<file path="src/rtl/rtk_pkg.sv">
// Shared constants and types of the real-time clock timekeeping core
package rtk_pkg;
    // Timing
    localparam int CLK_PERIOD_NS = 8;
    localparam int OSC_RUN_EDGES = 32;
    localparam int OSC_FAIL_TIMEOUT_US = 200;
    localparam int OSC_FAIL_CYCLES = OSC_FAIL_TIMEOUT_US * 1000 / CLK_PERIOD_NS;
    localparam int OSC_PRESCALE = 32768;

    // Register indices; byte address is four times the index
    localparam logic [5:0] IDX_SEC = 6'h00;
    localparam logic [5:0] IDX_MIN = 6'h01;
    localparam logic [5:0] IDX_HOUR = 6'h02;
    localparam logic [5:0] IDX_WEEKDAY = 6'h03;
    localparam logic [5:0] IDX_DATE = 6'h04;
    localparam logic [5:0] IDX_MONTH = 6'h05;
    localparam logic [5:0] IDX_YEAR = 6'h06;
    localparam logic [5:0] IDX_CTRL = 6'h07;
    localparam logic [5:0] IDX_SNAP_LAST = 6'h1F;

    // Field positions
    localparam int SEC_OSC_START_BIT = 7;
    localparam int HR_FMT12_BIT = 6;
    localparam int HR_PM_BIT = 5;
    localparam int WK_RUN_BIT = 5;
    localparam int MTH_LEAP_BIT = 5;
    localparam int CTRL_EXT_CLK_BIT = 3;

    // Writable bits
    localparam logic [7:0] MASK_SEC = 8'hFF;
    localparam logic [7:0] MASK_MIN = 8'h7F;
    localparam logic [7:0] MASK_HOUR = 8'h7F;
    localparam logic [7:0] MASK_WEEKDAY = 8'h07;
    localparam logic [7:0] MASK_DATE = 8'h3F;
    localparam logic [7:0] MASK_MONTH = 8'h1F;
    localparam logic [7:0] MASK_YEAR = 8'hFF;
    localparam logic [7:0] MASK_CTRL = 8'h08;

    // Reset values
    localparam logic [7:0] RST_SEC = 8'h00;
    localparam logic [7:0] RST_MIN = 8'h00;
    localparam logic [7:0] RST_HOUR = 8'h00;
    localparam logic [7:0] RST_WEEKDAY = 8'h01;
    localparam logic [7:0] RST_DATE = 8'h01;
    localparam logic [7:0] RST_MONTH = 8'h01;
    localparam logic [7:0] RST_YEAR = 8'h00;
    localparam logic [7:0] RST_CTRL = 8'h00;

    typedef struct packed {
        logic [7:0] address;
        logic read;
        logic write;
        logic [31:0] writedata;
    } rtk_av_req_t;

    typedef struct packed {
        logic [7:0] sec;
        logic [7:0] min;
        logic [7:0] hour;
        logic [7:0] day_of_week_value;
        logic [7:0] date;
        logic [7:0] month;
        logic [7:0] year;
    } rtk_time_t;
endpackage

</file>
<file path="src/rtl/rtk_core.sv">
// Timekeeping core: oscillator monitor, BCD calendar and Avalon-MM register slave
module rtk_core #(
    parameter int PRESCALE = rtk_pkg::OSC_PRESCALE,
    parameter int FAIL_CYCLES = rtk_pkg::OSC_FAIL_CYCLES,
    parameter int RUN_EDGES = rtk_pkg::OSC_RUN_EDGES
) (
    // Clock and reset
    input wire logic mclk,
    input wire logic rst_n,
    // Register bus
    input wire rtk_pkg::rtk_av_req_t av_req,
    output logic [31:0] readdata,
    output logic waitrequest,
    // Oscillator pin
    input wire logic osc_in,
    output logic osc_drive_en
);
    localparam int PW = $clog2(PRESCALE);
    localparam int FW = $clog2(FAIL_CYCLES + 1);

    // ------------------------------------------------------------
    // Parameter checks
    // ------------------------------------------------------------
    if (PRESCALE < 2 || PRESCALE > 65536) begin : g_bad_prescale
        $error("PRESCALE out of range");
    end
    if (RUN_EDGES < 1 || RUN_EDGES > 63) begin : g_bad_run
        $error("RUN_EDGES out of range");
    end
    if (FAIL_CYCLES < 2) begin : g_bad_fail
        $error("FAIL_CYCLES too small");
    end

    rtk_pkg::rtk_time_t cur;
    rtk_pkg::rtk_time_t next_t;
    rtk_pkg::rtk_time_t live;
    rtk_pkg::rtk_time_t snap;
    rtk_pkg::rtk_time_t src;
    logic [7:0] ctrl;
    logic osc_s1, osc_s2, osc_s3;
    logic src_en, osc_edge, sec_tick;
    logic [PW-1:0] pre_cnt;
    logic [5:0] run_edges;
    logic [FW-1:0] idle_cnt;
    logic osc_running_flag;
    logic min_carry, hour_carry, day_carry, month_carry, year_carry;
    logic leap;
    logic [7:0] inc_tmp;
    logic [5:0] idx;
    logic req_wr, rd_start, snap_hit, refresh;
    logic seq_valid;
    logic [5:0] last_idx;
    logic [7:0] rd_byte;
    logic [7:0] wbyte;

    // ------------------------------------------------------------
    // BCD helpers
    // ------------------------------------------------------------
    function automatic logic [7:0] bcd_inc(input logic [7:0] v);
        bcd_inc = (v[3:0] == 4'h9) ? {v[7:4] + 4'h1, 4'h0} : {v[7:4], v[3:0] + 4'h1};
    endfunction

    function automatic logic is_leap(input logic [7:0] y);
        if (y[4])
            is_leap = (y[3:0] == 4'h2) || (y[3:0] == 4'h6);
        else
            is_leap = (y[3:0] == 4'h0) || (y[3:0] == 4'h4) || (y[3:0] == 4'h8);
    endfunction

    function automatic logic [7:0] month_last(input logic [7:0] m, input logic lp);
        if (m == 8'h02)
            month_last = lp ? 8'h29 : 8'h28;
        else if (m == 8'h04 || m == 8'h06 || m == 8'h09 || m == 8'h11)
            month_last = 8'h30;
        else
            month_last = 8'h31;
    endfunction

    // ------------------------------------------------------------
    // Oscillator input
    // ------------------------------------------------------------
    always_ff @(posedge mclk or negedge rst_n)
    begin
        if (!rst_n)
        begin
            osc_s1 <= 1'b0;
            osc_s2 <= 1'b0;
            osc_s3 <= 1'b0;
        end
        else
        begin
            osc_s1 <= osc_in;
            osc_s2 <= osc_s1;
            osc_s3 <= osc_s2;
        end
    end

    assign src_en = cur.sec[rtk_pkg::SEC_OSC_START_BIT] | ctrl[rtk_pkg::CTRL_EXT_CLK_BIT];
    assign osc_edge = osc_s2 & ~osc_s3 & src_en;
    assign sec_tick = osc_edge && (pre_cnt == PW'(PRESCALE - 1));

    // crystal driver off in clock mode
    always_ff @(posedge mclk or negedge rst_n)
    begin
        if (!rst_n)
            osc_drive_en <= 1'b0;
        else
            osc_drive_en <= cur.sec[rtk_pkg::SEC_OSC_START_BIT] & ~ctrl[rtk_pkg::CTRL_EXT_CLK_BIT];
    end

    always_ff @(posedge mclk or negedge rst_n)
    begin
        if (!rst_n)
            pre_cnt <= '0;
        else if (sec_tick)
            pre_cnt <= '0;
        else if (osc_edge)
            pre_cnt <= pre_cnt + PW'(1);
    end

    // ------------------------------------------------------------
    // Oscillator running flag
    // ------------------------------------------------------------
    always_ff @(posedge mclk or negedge rst_n)
    begin
        if (!rst_n)
        begin
            run_edges <= 6'h00;
            idle_cnt <= '0;
            osc_running_flag <= 1'b0;
        end
        else if (osc_edge)
        begin
            idle_cnt <= '0;
            if (run_edges == 6'(RUN_EDGES - 1))
                osc_running_flag <= 1'b1;
            else
                run_edges <= run_edges + 6'h01;
        end
        else if (idle_cnt == FW'(FAIL_CYCLES))
        begin
            osc_running_flag <= 1'b0;
            run_edges <= 6'h00;
        end
        else
            idle_cnt <= idle_cnt + FW'(1);
    end

    // ------------------------------------------------------------
    // Calendar carry chain
    // ------------------------------------------------------------
    always_comb
    begin
        next_t = cur;
        min_carry = 1'b0;
        hour_carry = 1'b0;
        day_carry = 1'b0;
        month_carry = 1'b0;
        year_carry = 1'b0;
        leap = is_leap(cur.year);
        inc_tmp = 8'h00;
        if (sec_tick)
        begin
            if (cur.sec[6:0] == 7'h59)
            begin
                next_t.sec[6:0] = 7'h00;
                min_carry = 1'b1;
            end
            else
            begin
                inc_tmp = bcd_inc({1'b0, cur.sec[6:0]});
                next_t.sec[6:0] = inc_tmp[6:0];
            end
        end
        if (min_carry)
        begin
            if (cur.min[6:0] == 7'h59)
            begin
                next_t.min = 8'h00;
                hour_carry = 1'b1;
            end
            else
                next_t.min = bcd_inc({1'b0, cur.min[6:0]});
        end
        if (hour_carry)
        begin
            if (cur.hour[rtk_pkg::HR_FMT12_BIT])
            begin
                if (cur.hour[4:0] == 5'h12)
                    next_t.hour = {1'b0, cur.hour[6:5], 5'h01};
                else if (cur.hour[4:0] == 5'h11)
                begin
                    next_t.hour = {1'b0, cur.hour[6], ~cur.hour[5], 5'h12};
                    day_carry = cur.hour[rtk_pkg::HR_PM_BIT];
                end
                else
                begin
                    inc_tmp = bcd_inc({3'b000, cur.hour[4:0]});
                    next_t.hour = {1'b0, cur.hour[6:5], inc_tmp[4:0]};
                end
            end
            else if (cur.hour[5:0] == 6'h23)
            begin
                next_t.hour = {1'b0, cur.hour[6], 6'h00};
                day_carry = 1'b1;
            end
            else
            begin
                inc_tmp = bcd_inc({2'b00, cur.hour[5:0]});
                next_t.hour = {1'b0, cur.hour[6], inc_tmp[5:0]};
            end
        end
        if (day_carry)
        begin
            if (cur.day_of_week_value[2:0] == 3'h7)
                next_t.day_of_week_value = 8'h01;
            else
                next_t.day_of_week_value = {5'h00, cur.day_of_week_value[2:0] + 3'h1};
            if (cur.date == month_last(cur.month, leap))
            begin
                next_t.date = 8'h01;
                month_carry = 1'b1;
            end
            else
                next_t.date = bcd_inc(cur.date);
        end
        if (month_carry)
        begin
            if (cur.month == 8'h12)
            begin
                next_t.month = 8'h01;
                year_carry = 1'b1;
            end
            else
                next_t.month = bcd_inc(cur.month);
        end
        if (year_carry)
            next_t.year = (cur.year == 8'h99) ? 8'h00 : bcd_inc(cur.year);
    end

    // ------------------------------------------------------------
    // Bus decode
    // ------------------------------------------------------------
    assign idx = av_req.address[7:2];
    assign wbyte = av_req.writedata[7:0];
    assign req_wr = av_req.write && !waitrequest;
    assign rd_start = av_req.read && waitrequest;
    assign snap_hit = rd_start && (idx <= rtk_pkg::IDX_SNAP_LAST);
    assign refresh = snap_hit && (!seq_valid || idx != last_idx + 6'h01 || idx == 6'h00);

    // ------------------------------------------------------------
    // Time and control registers
    // ------------------------------------------------------------
    // one counting path on any supply
    always_ff @(posedge mclk or negedge rst_n)
    begin
        if (!rst_n)
        begin
            cur <= {rtk_pkg::RST_SEC, rtk_pkg::RST_MIN, rtk_pkg::RST_HOUR, rtk_pkg::RST_WEEKDAY,
                    rtk_pkg::RST_DATE, rtk_pkg::RST_MONTH, rtk_pkg::RST_YEAR};
            ctrl <= rtk_pkg::RST_CTRL;
        end
        else
        begin
            cur <= next_t;
            if (req_wr)
            begin
                if (idx == rtk_pkg::IDX_SEC)
                    cur.sec <= wbyte & rtk_pkg::MASK_SEC;
                else if (idx == rtk_pkg::IDX_MIN)
                    cur.min <= wbyte & rtk_pkg::MASK_MIN;
                else if (idx == rtk_pkg::IDX_HOUR)
                    cur.hour <= wbyte & rtk_pkg::MASK_HOUR;
                else if (idx == rtk_pkg::IDX_WEEKDAY)
                    cur.day_of_week_value <= wbyte & rtk_pkg::MASK_WEEKDAY;
                else if (idx == rtk_pkg::IDX_DATE)
                    cur.date <= wbyte & rtk_pkg::MASK_DATE;
                else if (idx == rtk_pkg::IDX_MONTH)
                    cur.month <= wbyte & rtk_pkg::MASK_MONTH;
                else if (idx == rtk_pkg::IDX_YEAR)
                    cur.year <= wbyte & rtk_pkg::MASK_YEAR;
                else if (idx == rtk_pkg::IDX_CTRL)
                    ctrl <= wbyte & rtk_pkg::MASK_CTRL;
            end
        end
    end

    // ------------------------------------------------------------
    // Read view, snapshot and answer
    // ------------------------------------------------------------
    always_comb
    begin
        live = cur;
        live.day_of_week_value[rtk_pkg::WK_RUN_BIT] = osc_running_flag;
        live.month[rtk_pkg::MTH_LEAP_BIT] = leap;
        src = refresh ? live : snap;
        if (idx == rtk_pkg::IDX_SEC)
            rd_byte = src.sec;
        else if (idx == rtk_pkg::IDX_MIN)
            rd_byte = src.min;
        else if (idx == rtk_pkg::IDX_HOUR)
            rd_byte = src.hour;
        else if (idx == rtk_pkg::IDX_WEEKDAY)
            rd_byte = src.day_of_week_value;
        else if (idx == rtk_pkg::IDX_DATE)
            rd_byte = src.date;
        else if (idx == rtk_pkg::IDX_MONTH)
            rd_byte = src.month;
        else if (idx == rtk_pkg::IDX_YEAR)
            rd_byte = src.year;
        else if (idx == rtk_pkg::IDX_CTRL)
            rd_byte = ctrl;
        else
            rd_byte = 8'h00;
    end

    always_ff @(posedge mclk or negedge rst_n)
    begin
        if (!rst_n)
            snap <= '0;
        else if (refresh)
            snap <= live;
    end

    always_ff @(posedge mclk or negedge rst_n)
    begin
        if (!rst_n)
        begin
            seq_valid <= 1'b0;
            last_idx <= 6'h00;
        end
        else if (snap_hit)
        begin
            seq_valid <= 1'b1;
            last_idx <= idx;
        end
        else if (rd_start || req_wr)
            seq_valid <= 1'b0;
    end

    // Every request is answered at the second edge
    always_ff @(posedge mclk or negedge rst_n)
    begin
        if (!rst_n)
        begin
            waitrequest <= 1'b1;
            readdata <= 32'h0000_0000;
        end
        else
        begin
            waitrequest <= !((av_req.read || av_req.write) && waitrequest);
            if (rd_start)
                readdata <= {24'h00_0000, rd_byte};
        end
    end

    // ------------------------------------------------------------
    // Assertions
    // ------------------------------------------------------------
    property p_run_set;
        @(posedge mclk) disable iff (!rst_n)
        osc_edge && run_edges == 6'(RUN_EDGES - 1) |=> osc_running_flag [*2];
    endproperty
    a_run_set: assert property (p_run_set) else $error("running flag not set");

    property p_run_clear;
        @(posedge mclk) disable iff (!rst_n)
        $fell(osc_running_flag) |-> $past(idle_cnt) == FW'(FAIL_CYCLES);
    endproperty
    a_run_clear: assert property (p_run_clear) else $error("flag cleared early");

    property p_stop_holds;
        @(posedge mclk) disable iff (!rst_n)
        !src_en |=> $stable(pre_cnt);
    endproperty
    a_stop_holds: assert property (p_stop_holds) else $error("prescaler ran");

    property p_sec_step;
        @(posedge mclk) disable iff (!rst_n)
        sec_tick && !req_wr |=> cur.sec != $past(cur.sec);
    endproperty
    a_sec_step: assert property (p_sec_step) else $error("seconds did not advance");

    property p_wk_wrap;
        @(posedge mclk) disable iff (!rst_n)
        day_carry && cur.day_of_week_value[2:0] == 3'h7 && !req_wr
        |=> cur.day_of_week_value == 8'h01;
    endproperty
    a_wk_wrap: assert property (p_wk_wrap) else $error("weekday wrap wrong");

    property p_year_wrap;
        @(posedge mclk) disable iff (!rst_n)
        year_carry && cur.year == 8'h99 && !req_wr |=> cur.year == 8'h00;
    endproperty
    a_year_wrap: assert property (p_year_wrap) else $error("year wrap wrong");

    property p_feb_end;
        @(posedge mclk) disable iff (!rst_n)
        day_carry && cur.month == 8'h02 && cur.date == 8'h28 && !leap && !req_wr
        |=> cur.date == 8'h01 && cur.month == 8'h03;
    endproperty
    a_feb_end: assert property (p_feb_end) else $error("February end wrong");

    property p_midnight;
        @(posedge mclk) disable iff (!rst_n)
        sec_tick && cur.sec[6:0] == 7'h59 && cur.min == 8'h59 && cur.hour == 8'h23 && !req_wr
        |=> cur.hour == 8'h00 && cur.date != $past(cur.date);
    endproperty
    a_midnight: assert property (p_midnight) else $error("midnight carry lost");

    property p_refresh;
        @(posedge mclk) disable iff (!rst_n)
        refresh |=> snap == $past(live);
    endproperty
    a_refresh: assert property (p_refresh) else $error("snapshot not refreshed");

    property p_answer;
        @(posedge mclk) disable iff (!rst_n)
        (av_req.read || av_req.write) && waitrequest |=> !waitrequest ##1 waitrequest;
    endproperty
    a_answer: assert property (p_answer) else $error("answer timing wrong");
endmodule

</file>
<file path="config.mk">
export PLATFORM = sky130hd
export DESIGN_NAME = rtk_core
export DESIGN_NICKNAME = d
export VERILOG_FILES = /design/src/rtl/rtk_pkg.sv /design/src/rtl/rtk_core.sv
export SDC_FILE = /design/constraint.sdc
export NUM_CORES = 1
export LEC_CHECK = 0
export BUFFER_PORTS_ARGS = -buffer_cell sky130_fd_sc_hd__buf_2
export CAP_MARGIN = 5
export CORE_ASPECT_RATIO = 0.5
export CORE_UTILIZATION = 50
export CTS_CLUSTER_SIZE = 28
export DETAILED_ROUTE_END_ITERATION = 8
export MAX_ROUTING_LAYER = met4
export PLACE_DENSITY = 0.69
export SLEW_MARGIN = 15
export SYNTH_ARGS = -nofsm -noshare
export SYNTH_HDL_FRONTEND = slang
export SYNTH_SLANG_ARGS = --single-unit
</file>
<file path="constraint.sdc">
create_clock -name mclk -period 8.14 [get_ports mclk]
set_clock_uncertainty 0.05 [all_clocks]
set_input_delay 0.407 -clock mclk [delete_from_list [all_inputs] [get_ports mclk]]
set_output_delay 0.407 -clock mclk [all_outputs]
set_load 0.1 [all_outputs]
</file>
# Word level (Yosys, flattened, before mapping)
# Cells that the tools add are included.
[word_totals]
wordCells = 203
register_bits = 170
input_bits = 45
output_inout_bits = 34
[op_classes]
n_addsub = 18
n_bitwise = 14
mux = 76
order_cmp = 1
n_reduce_logical = 28
eq_ne = 38
[op_table]
columns = ["cell", "n"]
rows = [
  ["2-to-1 mux 8 bit", 28],
  ["2-to-1 mux 15 bit", 4],
  ["2-to-1 mux 56 bit", 1],
  ["2-to-1 mux 55 bit", 1],
  ["2-to-1 mux 48 bit", 1],
  ["2-to-1 mux 6 bit", 7],
  ["2-to-1 mux 40 bit", 1],
  ["adder 4 x 1 -> 4 bit (second input constant)", 9],
  ["2-to-1 mux 16 bit", 2],
  ["2-to-1 mux 32 bit", 1],
  ["adder 15 x 1 -> 15 bit (second input constant)", 2],
  ["== test 15 bit (second input constant)", 2],
  ["== test 4 bit (second input constant)", 7],
  ["2-to-1 mux 7 bit", 4],
  ["== test 6 x 3 -> 1 bit (second input constant)", 4],
  ["2-to-1 mux 24 bit", 1],
  ["2-to-1 mux 1 bit", 21],
  ["== test 8 x 3 -> 1 bit (second input constant)", 2],
  ["== test 8 x 5 -> 1 bit (second input constant)", 2],
  ["== test 7 bit (second input constant)", 2],
  ["adder 6 x 1 -> 6 bit (second input constant)", 2],
  ["== test 6 x 2 -> 1 bit (second input constant)", 2],
  ["== test 5 bit (second input constant)", 2],
  ["logical OR 1 bit", 10],
  ["31 further kinds", 57],
]

# Logic depth before layout (Yosys ltp)
[depth]
ltp_word = 21
mapped_depth = 12
ltp_nobuf = 10

# Least setup slack after synthesis
# Ideal clock, no wire load.
[synth_timing]
path_kind = "register to register"
start = "reg waitrequest"
end = "reg snap[0] (netlist name)"
t_arrival_ns = 2.844
setup_ns = 0.125
path_stages_with_launch = 8
n_path_buf = 2
slack_ns = 5.121
period_less_slack_ns = 3.019
required_ns = 7.965
cell_sequence = "dfstp_2 -> nand2_1 -> nor2_1 -> inv_1 -> a41oi_1 -> clkbuf_1 -> buf_1 -> mux2_2"
[synth_rtl]
columns = ["item", "line", "rtl"]
rows = [
  ["start, declared", "rtk_core.sv:13", "output logic waitrequest,"],
  ["start signal, assigned", "rtk_core.sv:351", "waitrequest <= !((av_req.read || av_req.write) && waitrequest);"],
  ["end signal, assigned", "rtk_core.sv:322", "snap <= live;"],
  ["end, declared", "rtk_core.sv:37", "rtk_pkg::rtk_time_t snap;"],
]

# Worst setup path after layout
[layout_timing]
start = "reg pre_cnt[0]"
end = "reg cur[7] (netlist name)"
[layout_between]
elab_chain_cells = 16
[layout_lines]
columns = ["item", "line", "rtl"]
rows = [
  ["start, declared", "rtk_core.sv:42", "logic [PW-1:0] pre_cnt;"],
  ["start signal, assigned", "rtk_core.sv:118", "pre_cnt <= pre_cnt + PW'(1);"],
  ["== test 15 bit (*)", "rtk_core.sv:100", "assign sec_tick = osc_edge && (pre_cnt == PW'(PRESCALE - 1));"],
  ["logical AND 1 bit (*)", "rtk_core.sv:100", ""],
  ["2-to-1 mux 1 bit (*)", "rtk_core.sv:162", "if (sec_tick)"],
  ["2-to-1 mux 1 bit (*)", "rtk_core.sv:175", "if (min_carry)"],
  ["2-to-1 mux 1 bit (*)", "rtk_core.sv:185", "if (hour_carry)"],
  ["2-to-1 mux 1 bit (*)", "rtk_core.sv:213", "if (day_carry)"],
  ["2-to-1 mux 1 bit (*)", "rtk_core.sv:227", "if (month_carry)"],
  ["2-to-1 mux 8 bit (*)", "rtk_core.sv:237", "if (year_carry)"],
  ["2-to-1 mux 8 bit", "rtk_core.sv:280", "else if (idx == rtk_pkg::IDX_YEAR)"],
  ["2-to-1 mux 8 bit", "rtk_core.sv:278", "else if (idx == rtk_pkg::IDX_MONTH)"],
  ["2-to-1 mux 16 bit", "rtk_core.sv:276", "else if (idx == rtk_pkg::IDX_DATE)"],
  ["2-to-1 mux 24 bit", "rtk_core.sv:274", "else if (idx == rtk_pkg::IDX_WEEKDAY)"],
  ["2-to-1 mux 32 bit", "rtk_core.sv:272", "else if (idx == rtk_pkg::IDX_HOUR)"],
  ["2-to-1 mux 40 bit", "rtk_core.sv:270", "else if (idx == rtk_pkg::IDX_MIN)"],
  ["2-to-1 mux 48 bit", "rtk_core.sv:268", "if (idx == rtk_pkg::IDX_SEC)"],
  ["2-to-1 mux 55 bit (*)", "rtk_core.sv:266", "if (req_wr)"],
  ["end signal, assigned", "rtk_core.sv:259", "cur <= {rtk_pkg::RST_SEC, rtk_pkg::RST_MIN, rtk_pkg::RST_HOUR, rtk_pkg::RST_WEEKDAY,"],
  ["end signal, assigned", "rtk_core.sv:265", "cur <= next_t;"],
  ["end, declared", "rtk_core.sv:34", "rtk_pkg::rtk_time_t cur;"],
]
# Every way passes the cells marked *; elsewhere a longest branch is shown, timed or not.
# A chain may end at the register's enable or synchronous reset.

==> impl_metrics.csv <==
group,metric,value,unit
logic_synthesis,ys.flop_type,"dfrtp_1",
placement,hpwlAfterDp,15.5,mm
setup_path,reg2reg_setup_slack,4.43,ns
cts,post_cts_buffers,0,
timing,fin_crit,3.71,ns
setup_path,cp_slowest_cell,"a2111o_1",
setup_path,startpoint_type,"flip-flop",
power,p_leak,0.00416,uW
placement,portBuffers,28,
grt,track_usage,25.4,%
floorplanning,io_pins,79,
setup_path,critical-path-top-delay-family,"simple AND/OR/NAND/NOR gates",
cts,clk_pin_slew_worst_paths,0.07,ns
logic_synthesis,synth-edff-count,0,
logic_synthesis,synth_warnings,0,
placement,dp_cells,1178,
grt,grt_overflow_total,0,
power,peakVddDrop,0.000119,V
logic_synthesis,avgSynthCellArea,9.74,sq um
setup_path,cp.arrival,4.03,ns
min_path,hold_class,"in -> reg",
timing,setup_violations,0,
grt,grt_start_max_net_pins,102,
floorplanning,floorplan.initialDensity,52.3,%
timing,worst_slew_pin_slew,1.02,ns
finish,n_antenna_cell,0,
outcome,status,"completed",
logic_synthesis,synth_area,9320,sq um
cts,insertion_delay,0.43,ns
setup_path,cpMostUsedCell,"or4_1",
route,antenna_left,0,
setup_path,crit_path_end_kind,"flip-flop",
cts,cts-root-buf,"clkbuf_16",
setup_path,r2r_end,"cur[7]",
setup_path,rr_worst_depth,8,
timing,relSlewSlack,30.8,%
cts,htreeDepth,4,
placement,gp_congestion,0.907,
floorplanning,dieArea,19200,sq um
cts,cts_hold_buffers,0,
floorplanning,die_w,195,um
grt,grt_pass1_wl,37.2,mm
floorplanning,row_count,34,
route,drt-initial-drc-count,635,
min_path,hp-start,"osc_in",
cts,cts_buffers,17,
floorplanning,core_area,17800,sq um
logic_synthesis,synth.distinct_cells,68,
finish,areaGrowthSynthToFinish,8.51,%
timing,period_share,45.6,%
setup_path,timing.critical_path.buf_inv,1,
grt,grt_pass1_vias,6989,
run,cap_viol_max_count,0,
logic_synthesis,ys_async_sr_fraction,100,%
logic_synthesis,syn_inst,957,
route,wirelength,22.3,mm
timing,drv_slew,0,
power,power,2250,uW
grt,antenna_found_initial,0,
setup_path,crit_chain,"ha_1 > inv_1 > or4_1 > nor4_2 > nand2_1 > a2111o_1 > or4_1 > nand3_1",
setup_path,cpPeakStageDelay,0.66,ns
finish,layout-drive-gt1-share,15.3,%
timing,setup_tns,0,ns
timing,rsz0062_at_grt,"false",
timing,hold-worst-slack,0.0390,ns
min_path,min_delay_path_depth,1,
logic_synthesis,ys_seq_elements,169,
route,first_pass_iters,5,
floorplanning,die_h,98.6,um
timing,fmax,269,MHz
setup_path,path_class,"reg -> reg",
cts,cts_tree,"done",
route,routed_via_density,5.94,
cts,post_cts_resized,0,
logic_synthesis,ys_seq_area_share,45.4,%
cts,clock_sinks,169,
finish,finalNonFillerCells,1210,
finish,nNetsFinal,1033,
route,avgRoutedWirePerCell,18.5,um
timing,hold_violations,0,
setup_path,required,8.46,ns
route,drcViolationCount,0,
min_path,min_delay_worst_endpoint,"osc_s1",
power,power_density,222,nW/um^2
route,vias,7186,
cts,clk_path_buf_depth,2,
setup_path,crit_fanout,13,
setup_path,reg2reg_from,"pre_cnt[0]",
[worst register-to-register path, delay by kind of cell, from the launching register on]
family	cells	cell delay, ns
AO/OA/AOI/OAI	1	0.66
adder cells (fa/ha/maj)	1	0.18
buffers and inverters	1	0.07
flip-flops	1	0.39
AND/OR/NAND/NOR	5	2.31
[stage by stage]
step	utilization, %	setup WS [ns]	cell area, sq um
after floorplan	-	5.12	9410
after CTS	56.8	4.47	10100
after global routing	56.8	4.25	10100
final	56.8	4.43	10100
after detailed placement	53.6	4.45	9550
after global placement	53.6	4.44	9550
[placed cells by master, fill, tap and decap left out, types with 6 or more instances in the layout]
| cell | Yosys | routed |
|---|---|---|
| dfrtp_1 | 165 | 165 |
| nor2_1 | 90 | 90 |
| nand2_1 | 85 | 85 |
| mux2_2 | 65 | 65 |
| nand3_1 | 45 | 45 |
| o21ai_0 | 42 | 42 |
| a21oi_1 | 39 | 39 |
| mux2i_1 | 27 | 27 |
| buf_2 | 5 | 27 |
| inv_1 | 26 | 26 |
| ha_1 | 25 | 25 |
| conb_1 | 1 | 24 |
| and3_1 | 23 | 23 |
| xor2_1 | 21 | 21 |
| a31oi_1 | 21 | 21 |
| clkbuf_16 | 0 | 17 |
| nand4_1 | 16 | 16 |
| xnor2_1 | 15 | 15 |
| nor3_1 | 15 | 15 |
| a22oi_1 | 15 | 15 |
| nor2b_1 | 13 | 13 |
| and2_1 | 12 | 12 |
| o31ai_1 | 9 | 9 |
| o22ai_1 | 9 | 9 |
| nor4_1 | 7 | 7 |
| nand4b_1 | 7 | 7 |
| a21o_1 | 6 | 6 |
| or3_1 | 6 | 6 |
| a311oi_1 | 6 | 6 |
| clkinv_4 | 0 | 6 |
| buf_4 | 25 | 6 |
[layout make-up]
| cell class | instances | area (sq um) |
|---|---|---|
| fillers | 1509 | 7710 |
| clock buffers | 20 | 457 |
| clock inverters | 12 | 111 |
| well taps | 234 | 293 |
| inverters | 26 | 97.6 |
| multi-input cells | 715 | 4730 |
| repair buffers | 34 | 191 |
| flip-flops and latches | 169 | 4230 |
[routing by layer]
metal  up-vias  share of wire (%)  track usage, %  routed length [um]
met5         -                  0               -                   0
met4         0                1.5            6.60                 327
met3        33                4.5            4.00                1010
met2       186                 46            39.6               10300
met1      3556                 48            34.7               10700
li1       3411                  -               -                   -
[registers in the layout, indices dropped and copies added, names as in the netlist]
register          flops
readdata              8
osc_s2                1
osc_s1                1
snap                 56
cur                  55
pre_cnt              15
osc_s3                1
last_idx              6
waitrequest           1
osc_drive_en          1
seq_valid             1
osc_running_flag      1
run_edges             6
idle_cnt             15
ctrl                  1
[synth_stat cells, types with 3 or more instances]
library cell / n / area, sq um
nor3b_1: 4 / 30.0
xor2_1: 21 / 184
nor4_1: 7 / 43.8
nand3b_1: 5 / 37.5
and4_1: 4 / 35.0
nor2_1: 90 / 338
or3_1: 6 / 37.5
nand2b_1: 5 / 31.3
nor3_1: 15 / 75.1
o41ai_1: 3 / 26.3
clkbuf_1: 31 / 116
buf_2: 5 / 25.0
inv_1: 26 / 97.6
or2_2: 3 / 18.8
o31ai_1: 9 / 67.6
buf_4: 25 / 188
a221oi_1: 4 / 35.0
buf_1: 8 / 30.0
mux2_2: 65 / 732
nand3_1: 45 / 225
nor4b_1: 3 / 26.3
and3b_1: 3 / 26.3
ha_1: 25 / 313
o21ai_0: 42 / 210
dfstp_2: 4 / 105
nand2_1: 85 / 319
a31oi_1: 21 / 131
and3_1: 23 / 144
nand4b_1: 7 / 61.3
dfrtp_1: 165 / 4130
a21oi_1: 39 / 195
a22oi_1: 15 / 113
or4_1: 5 / 37.5
nand4_1: 16 / 100
nor2b_1: 13 / 81.3
xnor2_1: 15 / 131
a311oi_1: 6 / 52.6
a21o_1: 6 / 45.0
o22ai_1: 9 / 56.3
mux2i_1: 27 / 270
and2_1: 12 / 75.1
[worst max path at each step]
stage | startpoint | end | cells past startpoint
5_1_grt | pre_cnt[0] | cur[7] | 8
3_3_place_gp | av_req[41] | readdata[0] | 8
3_5_place_dp | av_req[41] | readdata[0] | 8
4_1_cts | pre_cnt[0] | cur[7] | 8
6_report | pre_cnt[0] | cur[7] | 8
2_1_floorplan | waitrequest | snap[0] | 7
[cell families (layout without fill, tap and decap cells)]
| logic type | after synthesis | in the layout | synth area share [%] |
|---|---|---|---|
| buf+inv | 96 | 92 | 5.02 |
| other cells | 1 | 24 | 0.0402 |
| fa+ha+maj | 25 | 25 | 3.35 |
| xor+xnor | 36 | 36 | 3.38 |
| mux | 93 | 93 | 10.9 |
| flops | 169 | 169 | 45.4 |
| simple gates | 360 | 360 | 19.7 |
| compound gates | 177 | 177 | 12.2 |
[where the power goes]
part,internal [uW],switching (uW),total (uW),leakage [uW]
clock,418,363,782,0.000277
sequential,932,101,1030,0.00187
combinational,147,287,434,0.00202
(Power assumes the default switching activity.)
